File: config.mk
export PLATFORM = sky130hd
export DESIGN_NAME = ocsw_oscillator_switch
export DESIGN_NICKNAME = d
export VERILOG_FILES = /design/src/pkg/ocsw_pkg.sv /design/src/hw/ocsw_oscillator_switch.sv
export SDC_FILE = /design/constraint.sdc
export NUM_CORES = 1
export LEC_CHECK = 0
export ABC_AREA = 0
export ABC_CLOCK_PERIOD_IN_PS = 3500
export BUFFER_PORTS_ARGS = -buffer_cell sky130_fd_sc_hd__buf_2
export CAP_MARGIN = 20
export CELL_PAD_IN_SITES_DETAIL_PLACEMENT = 0
export CELL_PAD_IN_SITES_GLOBAL_PLACEMENT = 1
export CORE_MARGIN = 2
export CORE_UTILIZATION = 28
export CTS_CLUSTER_DIAMETER = 150
export DETAILED_ROUTE_END_ITERATION = 6
export GPL_TIMING_DRIVEN = 0
export PLACE_DENSITY_LB_ADDON = 0.1
export SLEW_MARGIN = 10
export SYNTH_ARGS = -nofsm -noshare
export SYNTH_HDL_FRONTEND = slang
export SYNTH_SLANG_ARGS = --single-unit
File: constraint.sdc
create_clock -name ref_clk -period 3.5 [get_ports ref_clk]
set_input_delay 0.525 -clock ref_clk [delete_from_list [all_inputs] [get_ports ref_clk]]
set_output_delay 0.525 -clock ref_clk [all_outputs]
set_load 0.02 [all_outputs]
File: src/pkg/ocsw_pkg.sv
// Purpose: shared constants and types of the oscillator switch and divider block
// Assumes: 32-bit APB4 register port, one 40 MHz clock
// Notes:   source codes, register addresses and reset values live here only
package ocsw_pkg;

  // ----------------------------------------------------------------
  // register map (byte addresses)
  // ----------------------------------------------------------------
  localparam logic [11:0] ADDR_SRC_CTRL = 12'h000;
  localparam logic [11:0] ADDR_DIV_CTRL = 12'h004;
  localparam logic [11:0] ADDR_TRIM     = 12'h008;

  // ----------------------------------------------------------------
  // source codes
  // ----------------------------------------------------------------
  localparam logic [2:0] SRC_FRC_DIV   = 3'h7;
  localparam logic [2:0] SRC_LPFRC_DIV = 3'h6;
  localparam logic [2:0] SRC_LOW_POWER_INTERNAL_RC      = 3'h5;
  localparam logic [2:0] SRC_SECONDARY_OSCILLATOR      = 3'h4;
  localparam logic [2:0] SRC_PRI_PLL   = 3'h3;
  localparam logic [2:0] SRC_PRI       = 3'h2;
  localparam logic [2:0] SRC_FRC_PLL   = 3'h1;
  localparam logic [2:0] SRC_FRC       = 3'h0;
  localparam logic [1:0] PRI_MODE_EC   = 2'h0;

  // ----------------------------------------------------------------
  // unlock keys, reset values, counts
  // ----------------------------------------------------------------
  localparam logic [7:0] HI_KEY1    = 8'h78;
  localparam logic [7:0] HI_KEY2    = 8'h9A;
  localparam logic [7:0] LO_KEY1    = 8'h46;
  localparam logic [7:0] LO_KEY2    = 8'h57;
  localparam logic [1:0] KEY_IDLE   = 2'h0;
  localparam logic [1:0] KEY_HALF   = 2'h1;
  localparam logic [1:0] KEY_OPEN   = 2'h2;
  localparam logic [2:0] DOZE_RST   = 3'h3;
  localparam logic [2:0] FAST_RC_POSTSCALE_RST  = 3'h1;
  localparam logic [3:0] NEW_EDGES  = 4'hA;
  localparam logic [3:0] POST_MAX   = 4'h8;
  localparam int         SYNC_W     = 11;
  localparam int         SYNC_PLL   = 8;
  localparam int         SYNC_XTAL  = 9;
  localparam int         SYNC_FAIL  = 10;

  // ----------------------------------------------------------------
  // types
  // ----------------------------------------------------------------
  typedef enum logic [4:0] {
    ST_IDLE  = 5'h01,
    ST_CHECK = 5'h02,
    ST_WAIT  = 5'h04,
    ST_COUNT = 5'h08,
    ST_DONE  = 5'h10
  } ocsw_fsm_t;

  typedef struct packed {
    logic        psel;
    logic        penable;
    logic        pwrite;
    logic [11:0] paddr;
    logic [31:0] pwdata;
    logic [3:0]  pstrb;
  } ocsw_apb_req_t;

  typedef struct packed {
    logic [1:0] switchMonitorFuses;
    logic [2:0] initialSourceFuse;
    logic [1:0] primaryModeFuse;
    logic       secOscSourceFuse;
    logic       secOscDigitalIn;
  } ocsw_fuse_t;

  typedef struct packed {
    logic              fuseLoaded;
    logic [2:0]        curSrc;
    logic [2:0]        nextSrc;
    logic              selLock;
    logic              pllLock;
    logic              clkFail;
    logic              secDrive;
    logic              secEnable;
    logic              switchReq;
    logic [1:0]        hiKey;
    logic [1:0]        loKey;
    logic              recoverOnInt;
    logic [2:0]        ratio;
    logic              ratioEnable;
    logic [2:0]        postscale;
    logic [5:0]        trim;
    ocsw_fsm_t         fsm;
    logic [3:0]        edgeCnt;
    logic [7:0]        srcRun;
    logic [SYNC_W-1:0] sync1;
    logic [SYNC_W-1:0] sync2;
    logic [SYNC_W-1:0] sync3;
    logic [SYNC_W-1:0] filt;
    logic [2:0]        effRatio;
    logic [3:0]        postLog2;
    logic              secHighPower;
    logic [31:0]       rdata;
  } ocsw_state_t;

  localparam ocsw_state_t STATE_RST = '{
    fsm:     ST_IDLE,
    ratio:   DOZE_RST,
    postscale: FAST_RC_POSTSCALE_RST,
    default: '0
  };

endpackage

File: src/hw/ocsw_oscillator_switch.sv
// Purpose: clock source control, unlock keys, switch sequencer, doze and postscale control
// Assumes: fuses are static after reset; source clocks and status pins are asynchronous
// Notes:   APB4 slave with zero wait states; all state sits in one registered struct
//
// Functional notes
// - with monitor enabled, selection lock blocks source changes; otherwise never locked
// - multiplier lock follows the synchronised lock pin while a multiplied source is current or being switched to, else 0
// - clock fail flag set by monitor failure, otherwise reads 0
// - drive bit picks high power, else fuse decides; no effect on digital input
// - secondary oscillator runs while its enable bit is 1 or while it is, or is becoming, the current source
// - switch request starts switch to next source; reads 0 when done
// - recover-on-interrupt clears ratio enable on any interrupt
// - ratio code doubles per step 1:1 to 1:128 while enabled, else 1:1
// - fast RC postscale divides 1..64 for codes 0..6, 256 for code 7
// - same postscale divisors apply to low-power fast RC source
// - six-bit read/write trim value for fast RC
// - switching needs switch fuse 0; otherwise request held 0
// - without switching, next source ignored, current source from initial fuse
// - primary submode fixed by fuse, unchanged by runtime switching
// - request with equal current and next source is aborted and cleared
// - valid switch start clears multiplier lock and clock fail flags
// - power new source, wait crystal timer or multiplier lock
// - count ten new-clock cycles before changeover
// - changeover clears request and copies next into current source
// - old source stops except low-power RC in use or enabled secondary
// - high byte keys 78h,9Ah then write; low byte 46h,57h then write
// - eight documented source codes for current and next source
// - monitor needs both switch fuses 0; switching needs upper bit 0
//
// The register addresses and the APB slave port were decided locally.
`timescale 1ns/1ps
module ocsw_oscillator_switch (
  // clock and reset
  input  wire logic                  ref_clk,
  input  wire logic                  sys_rst,
  // register bus
  input  wire ocsw_pkg::ocsw_apb_req_t apbReq,
  output logic [31:0]                prdata,
  output logic                       pready,
  output logic                       pslverr,
  // configuration fuses
  input  wire ocsw_pkg::ocsw_fuse_t  fuses,
  // asynchronous source status
  input  wire logic [7:0]            srcClk,
  input  wire logic                  pllLock,
  input  wire logic                  xtalReady,
  input  wire logic                  failDetect,
  // same-clock system events
  input  wire logic                  intReq,
  input  wire logic                  wdtUsesLprc,
  input  wire logic                  rtcUsesLprc,
  // clock tree control
  output logic [7:0]                 srcRun,
  output logic [2:0]                 curSource,
  output logic                       secOscHighPower,
  output logic [2:0]                 cpuRatioCode,
  output logic [3:0]                 postscaleLog2,
  output logic [5:0]                 trimValue
);

  ocsw_pkg::ocsw_state_t q;
  ocsw_pkg::ocsw_state_t d;

  logic [ocsw_pkg::SYNC_W-1:0] filtD;
  logic [ocsw_pkg::SYNC_W-1:0] asyncIn;
  logic                        switchEn;
  logic                        monitorEn;
  logic                        selLocked;
  logic                        setup;
  logic                        access;
  logic                        mapped;
  logic                        wrCtl;
  logic                        wrAny;
  logic [7:0]                  wHi;
  logic [7:0]                  wLo;
  logic                        pllTarget;
  logic                        needXtal;
  logic                        srcReady;
  logic                        newEdge;
  logic                        lprcInUse;
  logic                        failSet;
  logic                        busy;

  // ----------------------------------------------------------------
  // input synchronisers
  // ----------------------------------------------------------------
  assign asyncIn = {failDetect, xtalReady, pllLock, srcClk};

  // a change counts only once stages two and three agree
  genvar gi;
  generate
    for (gi = 0; gi < ocsw_pkg::SYNC_W; gi++) begin : g_filt
      assign filtD[gi] = (q.sync2[gi] == q.sync3[gi]) ? q.sync2[gi] : q.filt[gi];
    end
  endgenerate

  // ----------------------------------------------------------------
  // decode
  // ----------------------------------------------------------------
  assign switchEn  = ~fuses.switchMonitorFuses[1];
  assign monitorEn = (fuses.switchMonitorFuses == 2'h0);
  assign selLocked = monitorEn & q.selLock;
  assign setup     = apbReq.psel & ~apbReq.penable;
  assign access    = apbReq.psel & apbReq.penable;
  assign mapped    = (apbReq.paddr == ocsw_pkg::ADDR_SRC_CTRL) |
                     (apbReq.paddr == ocsw_pkg::ADDR_DIV_CTRL) |
                     (apbReq.paddr == ocsw_pkg::ADDR_TRIM);
  assign wrAny     = access & apbReq.pwrite & mapped;
  assign wrCtl     = wrAny & (apbReq.paddr == ocsw_pkg::ADDR_SRC_CTRL);
  assign wHi       = apbReq.pwdata[15:8];
  assign wLo       = apbReq.pwdata[7:0];
  assign busy      = (q.fsm != ocsw_pkg::ST_IDLE);
  assign pllTarget = (q.nextSrc == ocsw_pkg::SRC_PRI_PLL) |
                     (q.nextSrc == ocsw_pkg::SRC_FRC_PLL);
  // crystal timer only matters for crystal primary submodes
  assign needXtal  = ((q.nextSrc == ocsw_pkg::SRC_PRI) | (q.nextSrc == ocsw_pkg::SRC_PRI_PLL)) &
                     (fuses.primaryModeFuse != ocsw_pkg::PRI_MODE_EC);
  assign srcReady  = (~needXtal | q.filt[ocsw_pkg::SYNC_XTAL]) &
                     (~pllTarget | q.pllLock);
  assign newEdge   = filtD[q.nextSrc] & ~q.filt[q.nextSrc];
  assign lprcInUse = wdtUsesLprc | rtcUsesLprc | monitorEn;
  assign failSet   = monitorEn & q.filt[ocsw_pkg::SYNC_FAIL];

  // ----------------------------------------------------------------
  // next state
  // ----------------------------------------------------------------
  always_comb begin
    d       = q;
    d.sync1 = asyncIn;
    d.sync2 = q.sync1;
    d.sync3 = q.sync2;
    d.filt  = filtD;

    // straps are taken on the first edge after reset release
    if (!q.fuseLoaded) begin
      d.fuseLoaded = 1'b1;
      d.curSrc     = fuses.initialSourceFuse;
      d.nextSrc    = fuses.initialSourceFuse;
      d.srcRun     = 8'h01 << fuses.initialSourceFuse;
    end

    // read data is captured in setup so the access phase needs no wait
    if (setup) begin
      case (apbReq.paddr)
        ocsw_pkg::ADDR_SRC_CTRL: d.rdata = {16'h0000, 1'b0, q.curSrc, 1'b0, q.nextSrc,
                                            q.selLock, 1'b0, q.pllLock, 1'b0, q.clkFail,
                                            q.secDrive, q.secEnable, q.switchReq};
        ocsw_pkg::ADDR_DIV_CTRL: d.rdata = {16'h0000, q.recoverOnInt, q.ratio,
                                            q.ratioEnable, q.postscale, 8'h00};
        ocsw_pkg::ADDR_TRIM:     d.rdata = {26'h0000000, q.trim};
        default:                 d.rdata = 32'h00000000;
      endcase
    end

    // high byte: two keys, then one write of the next source
    if (wrCtl && apbReq.pstrb[1]) begin
      if (q.hiKey == ocsw_pkg::KEY_OPEN) begin
        if (switchEn && !selLocked && !busy && q.fuseLoaded) begin
          d.nextSrc = wHi[2:0];
        end
        d.hiKey = ocsw_pkg::KEY_IDLE;
      end else if (q.hiKey == ocsw_pkg::KEY_HALF && wHi == ocsw_pkg::HI_KEY2) begin
        d.hiKey = ocsw_pkg::KEY_OPEN;
      end else if (wHi == ocsw_pkg::HI_KEY1) begin
        d.hiKey = ocsw_pkg::KEY_HALF;
      end else begin
        d.hiKey = ocsw_pkg::KEY_IDLE;
      end
    end else if (wrAny) begin
      d.hiKey = ocsw_pkg::KEY_IDLE;
    end

    // low byte: two keys, then one write of the control bits
    if (wrCtl && apbReq.pstrb[0]) begin
      if (q.loKey == ocsw_pkg::KEY_OPEN) begin
        if (monitorEn && wLo[7]) begin
          d.selLock = 1'b1;
        end
        if (!wLo[3]) begin
          d.clkFail = 1'b0;
        end
        d.secDrive  = wLo[2];
        d.secEnable = wLo[1];
        if (wLo[0] && switchEn && !selLocked && q.fuseLoaded) begin
          d.switchReq = 1'b1;
        end
        d.loKey = ocsw_pkg::KEY_IDLE;
      end else if (q.loKey == ocsw_pkg::KEY_HALF && wLo == ocsw_pkg::LO_KEY2) begin
        d.loKey = ocsw_pkg::KEY_OPEN;
      end else if (wLo == ocsw_pkg::LO_KEY1) begin
        d.loKey = ocsw_pkg::KEY_HALF;
      end else begin
        d.loKey = ocsw_pkg::KEY_IDLE;
      end
    end else if (wrAny) begin
      d.loKey = ocsw_pkg::KEY_IDLE;
    end

    if (wrAny && apbReq.paddr == ocsw_pkg::ADDR_DIV_CTRL && apbReq.pstrb[1]) begin
      d.recoverOnInt = apbReq.pwdata[15];
      d.ratio        = apbReq.pwdata[14:12];
      d.ratioEnable  = apbReq.pwdata[11];
      d.postscale    = apbReq.pwdata[10:8];
    end
    if (wrAny && apbReq.paddr == ocsw_pkg::ADDR_TRIM && apbReq.pstrb[0]) begin
      d.trim = wLo[5:0];
    end

    // an interrupt overrides a same-cycle software write of the enable
    if (q.recoverOnInt && intReq) begin
      d.ratioEnable = 1'b0;
    end

    // lock tracks the synchronised pin only while a multiplied source is in play
    d.pllLock = q.filt[ocsw_pkg::SYNC_PLL] &
                ((q.curSrc == ocsw_pkg::SRC_PRI_PLL) | (q.curSrc == ocsw_pkg::SRC_FRC_PLL) |
                 (busy & pllTarget));

    // switch sequencer
    case (q.fsm)
      ocsw_pkg::ST_IDLE: begin
        if (q.switchReq && switchEn && q.fuseLoaded) begin
          d.fsm = ocsw_pkg::ST_CHECK;
        end
      end
      ocsw_pkg::ST_CHECK: begin
        if (q.curSrc == q.nextSrc) begin
          d.switchReq = 1'b0;
          d.fsm       = ocsw_pkg::ST_IDLE;
        end else begin
          d.pllLock        = 1'b0;
          d.clkFail        = 1'b0;
          d.srcRun[q.nextSrc] = 1'b1;
          d.edgeCnt        = 4'h0;
          d.fsm            = ocsw_pkg::ST_WAIT;
        end
      end
      ocsw_pkg::ST_WAIT: begin
        if (srcReady) begin
          d.fsm = ocsw_pkg::ST_COUNT;
        end
      end
      ocsw_pkg::ST_COUNT: begin
        if (newEdge) begin
          d.edgeCnt = q.edgeCnt + 4'h1;
          if (q.edgeCnt == ocsw_pkg::NEW_EDGES - 4'h1) begin
            d.fsm = ocsw_pkg::ST_DONE;
          end
        end
      end
      ocsw_pkg::ST_DONE: begin
        d.curSrc    = q.nextSrc;
        d.switchReq = 1'b0;
        if (!(q.curSrc == ocsw_pkg::SRC_LOW_POWER_INTERNAL_RC && lprcInUse)) begin
          d.srcRun[q.curSrc] = 1'b0;
        end
        d.fsm = ocsw_pkg::ST_IDLE;
      end
      default: begin
        d.fsm = ocsw_pkg::ST_IDLE;
      end
    endcase

    // the secondary runs on its enable, or while it is, or is becoming, the system clock
    d.srcRun[ocsw_pkg::SRC_SECONDARY_OSCILLATOR] = d.secEnable | (d.curSrc == ocsw_pkg::SRC_SECONDARY_OSCILLATOR) |
                                   ((d.fsm != ocsw_pkg::ST_IDLE) &
                                    (d.nextSrc == ocsw_pkg::SRC_SECONDARY_OSCILLATOR));

    // a failure seen in the clearing cycle still sets the flag
    if (failSet) begin
      d.clkFail = 1'b1;
    end
    if (!switchEn) begin
      d.switchReq = 1'b0;
    end

    d.secHighPower = ~fuses.secOscDigitalIn & (d.secDrive | fuses.secOscSourceFuse);
    d.effRatio     = d.ratioEnable ? d.ratio : 3'h0;
    if (d.curSrc == ocsw_pkg::SRC_FRC_DIV || d.curSrc == ocsw_pkg::SRC_FRC_PLL ||
        d.curSrc == ocsw_pkg::SRC_LPFRC_DIV) begin
      d.postLog2 = (d.postscale == 3'h7) ? ocsw_pkg::POST_MAX
                                          : {1'b0, d.postscale};
    end else begin
      d.postLog2 = 4'h0;
    end
  end

  always_ff @(posedge ref_clk or posedge sys_rst) begin
    if (sys_rst) begin
      q <= ocsw_pkg::STATE_RST;
    end else begin
      q <= d;
    end
  end

  // ----------------------------------------------------------------
  // outputs
  // ----------------------------------------------------------------
  assign prdata          = q.rdata;
  assign pready          = 1'b1;
  assign pslverr         = access & ~mapped;
  assign srcRun          = q.srcRun;
  assign curSource       = q.curSrc;
  assign secOscHighPower = q.secHighPower;
  assign cpuRatioCode    = q.effRatio;
  assign postscaleLog2   = q.postLog2;
  assign trimValue       = q.trim;
endmodule // ocsw_oscillator_switch

==> results of run 1 <==
## power by group through the flow
stage               combinational, mW  clock [mW]  sequential (mW)
global placement                0.366           0             1.47
floorplan                       0.254           0             1.45
finish                          0.374        1.67             1.45
global route                    0.415        1.79             1.46
CTS                             0.381        1.71             1.45
detailed placement              0.380           0             1.47
## path summary, 6_finish.rpt
check	from	to	slack, ns
setup / recovery	q[97]	srcRun[4]	1.03
hold / removal	srcClk[7]	d[69]	0.22
setup reg to reg	q[97]	srcRun[4]	1.03
hold reg to reg	d[67]	d[56]	0.34
max in group asynchronous	sys_rst	q[107]	2.37
min in group asynchronous	sys_rst	q[94]	0.23
## final cells by class
type / instances / area [um^2]
Buffer: 72 / 502
Clock buffer: 22 / 464
Clock inverter: 9 / 106
Fill cell: 1937 / 11900
Inverter: 17 / 67.6
Multi-Input combinational cell: 288 / 1920
Sequential cell: 115 / 2880
Tap cell: 234 / 293
Timing Repair Buffer: 101 / 551
## cell usage after synthesis, drive strengths merged (2+ instances only)
master and count:
dfrtp 111, buf 62, nand2 38, nor2 25, mux2 19, o21ai 19, a22oi 17, inv 17
a21oi 13, nor3 13, nand3 12, maj3 11, clkbuf 10, nor2b 10, o22ai 9, nand2b 8
mux2i 7, nand4 6, nor4 6, and3 4, dfstp 4, a211oi 3, nor3b 3, o211ai 3
or3 3, xnor2 3, a221o 2, a32oi 2, and2 2, conb 2, ha 2, nand4b 2
nor4bb 2, o32ai 2
## per-stage QoR
stage	power, mW	instances	setup slack [ns]	utilization (%)
2_1_floorplan	1.71	492	1.30	-
3_3_place_gp	1.83	824	0.679	33.0
3_5_place_dp	1.85	827	0.783	33.4
4_1_cts	3.54	858	1.04	36.4
5_1_grt	3.66	858	0.905	36.4
6_report	3.49	858	1.03	36.4
## layer usage
layer,part of all wire [%],vias to the layer above
met5,0,-
met4,1.1,0
met3,3.1,12
met2,45,81
met1,51,1841
li1,-,1889
## critical path: cells and delay by family (launching register included)
kind / cells / cell delay [ns]
muxes: 1 / 0.20
and+or+nand+nor: 4 / 1.29
AOI/OAI and AO/OA: 1 / 0.40
DFF: 1 / 0.46
## logic make-up after synthesis
family                   share of synthesized area (%)
flip-flops                                        54.3
AO/OA/AOI/OAI                                     11.2
multiplexers                                      5.42
buffers and inverters                             10.7
AND/OR/NAND/NOR                                   15.0
XOR/XNOR                                         0.660
adder cells (fa/ha/maj)                           2.57
other                                            0.141
## state kept, by name (all words and copies together) (netlist names), 3 cells and up
name,count
d,22
curSource,3
srcRun,8
cpuRatioCode,3
postscaleLog2,4
q,53
trimValue,6
prdata,15
==> impl_metrics.csv, run 1 <==
group,metric,value,unit
synth,synth.top_cell.area_share,52.3,%
pwr,ir_worst_vdd,0.000319,V
sta,maxSlewHeadroom,32.2,%
sta,rsz0062_at_grt,"false",
pwr,powerDensity,514,mW/mm^2
finish,most-common-layout-cells,"dfrtp_1 (111), buf_2 (100), buf_4 (59), nand2_1 (38), nor2_1 (23)",
cts,post_cts_buffers,0,
setup_path,crit_required,3.77,ns
grt,grt_pass1_vias,3879,
die,dieArea,0.0201,mm^2
sta,setup_viol,0,
synth,synthArstFlopShare,100,%
setup_path,worst-endpoint-arrival,2.74,ns
synth,avgSynthCellArea,11.2,um^2
pwr,comb_power_share,10.7,%
grt,gr-usage-met2,21.1,%
synth,synthCells,475,
synth,yosysWarnings,0,
setup_path,cp_slowest_cell,"dfrtp_1",
sta,setup_tns,0,ns
die,die_y,142,um
run_status,status,"completed",
synth,yosysTopAreaCell,"dfrtp_1",
grt,grt_busiest_layer,"met2",
cts,htreeDepth,4,
place,place_area,0.00622,mm^2
cts,clock-sinks,115,
run,maxCapViolations,0,
setup_path,path_max_fanout,8,
pwr,p_sw,858,uW
cts,clk_latency,0.41,ns
finish,syn_to_final_growth,27.9,%
pwr,internal_power,2.63,mW
sta,hold_viol,0,
cts,cts_root_buffer,"clkbuf_16",
grt,grt_usage,14.5,%
setup_path,max_stage_delay,0.46,ns
cts,cts_tree,"done",
grt,grt-ovfl-total,0,
pwr,netSwitchingFraction,24.6,%
finish,num_antenna_cells,0,
die,start_util,28.5,%
routing,wl,13.9,mm
sta,period_needed,2.47,ns
setup_path,path_class,"reg -> reg",
finish,num-nets-final,690,
routing,vias,3823,
cts,cts.path.max_buffers,2,
setup_path,reg2reg_depth,6,
finish,drive_gt1_share,37.3,%
sta,whs,0.219,ns
grt,grt.met1_usage,21.0,%
synth,synthTopCellsByArea,"dfrtp_1 (52%), buf_4 (8.3%), mux2_2 (3.6%)",
grt,grt_start_max_net_pins,34,
grt,use_met3,3.31,%
cts,hold_buffers,0,
routing,ant_nets,0,
synth,synth-seq-area-share,54.3,%
place,port_buffers,98,
cts,cts.reportedPaths.clkPinSlew,0.05,ns
cts,post_cts_resize_count,0,
routing,vias_per_cell,4.46,
synth,synth.distinct_cells,70,
die,fp.coreArea,0.0186,mm^2
sta,max_freq,404,MHz
place,hpwl,10.3,mm
finish,final_common_cell,"dfrtp_1",
worst_hold_path,hold_class,"in -> reg",
pwr,clkPwrFrac,47.9,%
sta,slew_viol_final,0,
setup_path,start_kind,"flop",
pwr,p_leak,3.25,nW
pwr,seqPwrFrac,41.4,%
synth,synth.cell_area,0.00531,mm^2
die,rows,50,
finish,stdcell_area,0.00679,mm^2
routing,drc,0,
sta,fin_worst_skew,0.00868,ns
grt,antenna_found_initial,0,
worst_hold_path,hold_depth,1,
synth,synth_ff_type,"dfrtp_1",
synth,synth-seq-cells,115,
cts,cts-buffers-inserted,17,
place,gp_congestion,0.770,
routing,wl_per_cell,16.2,um
setup_path,cp-end-kind,"flop",
die,fp.dieW,142,um
sta,tightestPinTransition,1.01,ns
sta,fin_crit_sh,70.7,%
grt,grt_pass1_wl,22.0,mm
routing,drt_iter0_markers,249,
synth,synth_enable_flop_cells,0,
routing,dr.pass1.iters,4,
die,ioPinCount,135,
setup_path,worstPathCellList,"or3_1, nor3b_1, and3b_1, nand4_2, mux2i_1, a221o_1",
(Power assumes the default switching activity.)
==> run 2: changes to the inputs <==
Settings changed: ABC_CLOCK_PERIOD_IN_PS 3500 to 2500.
Clock period 3.5 ns to 2.5 ns, I/O delays scaled along.
==> impl_metrics.csv, run 2 (synthesized netlist as in run 1, its figures left out) <==
group,metric,value,unit
sta,fin_worst_skew,0.00867,ns
finish,regMostFlops,"q",
sta,rsz0062_at_grt,"false",
finish,utilization,36.4,%
sta,max_freq,426,MHz
sta,finalWorstSetupSlack,0.150,ns
die,rows,50,
worst_hold_path,hold_class,"in -> reg",
setup_path,crit_required,2.77,ns
die,dieArea,0.0201,mm^2
routing,drt_iter0_markers,250,
finish,syn_to_final_growth,28.0,%
worst_hold_path,hold_end,"d[69]",
setup_path,cp-end-kind,"flop",
sta,fin_crit_sh,94.0,%
die,fp.dieW,142,um
place,gp_congestion,0.770,
routing,drc,0,
sta,period_needed,2.35,ns
run,maxCapViolations,0,
grt,grt_pass1_vias,3879,
finish,fill_cells,1937,
sta,setup_viol,0,
run_status,status,"completed",
setup_path,worst-endpoint-arrival,2.62,ns
cts,clock-sinks,115,
setup_path,worstPathCellList,"or3_1, nor3b_2, and3b_1, nand4_2, mux2i_1, a221o_1",
setup_path,cp_slowest_cell,"dfrtp_1",
finish,num-nets-final,690,
finish,final_common_cell,"dfrtp_1",
finish,most-common-layout-cells,"dfrtp_1 (111), buf_2 (100), buf_4 (59), nand2_1 (38), nor2_1 (23)",
sta,slew_viol_final,0,
routing,wl,13.9,mm
place,dp_slack,-0.0670,ns
die,die_y,142,um
sta,maxSlewHeadroom,32.2,%
die,start_util,28.5,%
setup_path,rr_startpoint,"q[97]",
die,ioPinCount,135,
cts,cts-buffers-inserted,17,
cts,cts.path.max_buffers,2,
setup_path,path_max_fanout,8,
grt,grt_pass1_wl,22.0,mm
routing,vias,3837,
routing,vias_per_cell,4.47,
grt,grt-ovfl-total,0,
pwr,ir_worst_vdd,0.000447,V
grt,antenna_found_initial,0,
finish,num_antenna_cells,0,
cts,post_cts_buffers,0,
worst_hold_path,min_from,"srcClk[7]",
cts,clk_latency,0.41,ns
finish,drive_gt1_share,37.5,%
place,hpwl,10.3,mm
setup_path,reg2reg_depth,6,
routing,dr.pass1.iters,4,
sta,tightestPinTransition,1.01,ns
grt,grt_start_max_net_pins,34,
routing,wl_per_cell,16.2,um
finish,multi_input_comb_area,0.00193,mm^2
pwr,p_leak,3.26,nW
grt,grt_usage,14.5,%
place,port_buffers,98,
cts,cts_tree,"done",
cts,cts_root_buffer,"clkbuf_16",
worst_hold_path,hold_depth,1,
cts,cts.reportedPaths.clkPinSlew,0.05,ns
routing,ant_nets,0,
cts,htreeDepth,4,
pwr,powerDensity,719,mW/mm^2
finish,largest_reg_flops,53,
setup_path,reg2reg_slack,0.15,ns
sta,hold_viol,0,
die,fp.coreArea,0.0186,mm^2
cts,hold_buffers,0,
setup_path,path_class,"reg -> reg",
setup_path,reg2reg_to,"srcRun[4]",
finish,seq_area,0.00288,mm^2
pwr,power,4.89,mW
setup_path,start_kind,"flop",
setup_path,max_stage_delay,0.46,ns
## run 2: changes by cell type in the layout (fill, tap and decap cells not counted)
cell / delta
nor3b_2: +1
nor3b_1: -1
## run 2: worst max-delay path, delay by kind of cell, from the launching register on
family | cells | cell delay, ns
AND/OR/NAND/NOR | 4 | 1.16
flip-flops | 1 | 0.46
AO/OA/AOI/OAI | 1 | 0.40
multiplexers | 1 | 0.20
## run 2: layout make-up
| type | instances | area share [%] |
|---|---|---|
| well taps | 234 | 4.31 |
| inverters | 17 | 0.994 |
| flip-flops and latches | 115 | 42.4 |
| plain buffers | 72 | 7.38 |
| clock inverters | 9 | 1.57 |
| repair buffers | 101 | 8.10 |
| clock buffers | 22 | 6.83 |
| multi-input cells | 288 | 28.4 |
## run 2: power breakdown
part,total [mW],switching [mW],internal [mW],leakage (nW)
Clock,2.34,0.832,1.51,0.272
Combinational,0.524,0.300,0.223,1.52
Sequential,2.02,0.0697,1.96,1.46
## run 2: through the flow
stage / setup TNS, ns / hold slack [ns] / area (um^2) / std cells
finish: 0 / 0.0689 / 6790 / 858
global route: 0 / 0.0465 / 6790 / 858
CTS: 0 / 0.0509 / 6790 / 858
detailed placement: -0.0670 / 0.335 / 6220 / 827
global placement: -18.35 / 0.334 / 6160 / 824
floorplan: 0 / 0.331 / 5380 / 492
## run 2: per-layer routing
layer  vias up  GRT usage (%)  part of all wire (%)
li1       1889              -                     -
met5         -              0                     0
met4         0           5.26                   1.1
met1      1854           21.0                    50
met2        82           21.1                    45
met3        12           3.31                   3.4
## run 2: how the worst max path moves through the flow
stage | startpoint | endpoint | slack, ns | cells after the start
CTS | q[97] | srcRun[4] | 0.04 | 6
global placement | sys_rst | cpuRatioCode[2] | -0.17 | 2
finish | q[97] | srcRun[4] | 0.15 | 6
floorplan | apbReq[45] | srcRun[4] | 0.45 | 6
detailed placement | apbReq[45] | srcRun[4] | -0.07 | 7
global route | q[97] | srcRun[4] | 0.02 | 6
## run 2: timing repair
item | in CTS | in global routing
endpoints found under the setup margin | 0 | 1
gates resized for setup | 0 | 1
endpoints found under the hold margin | 0 | 0
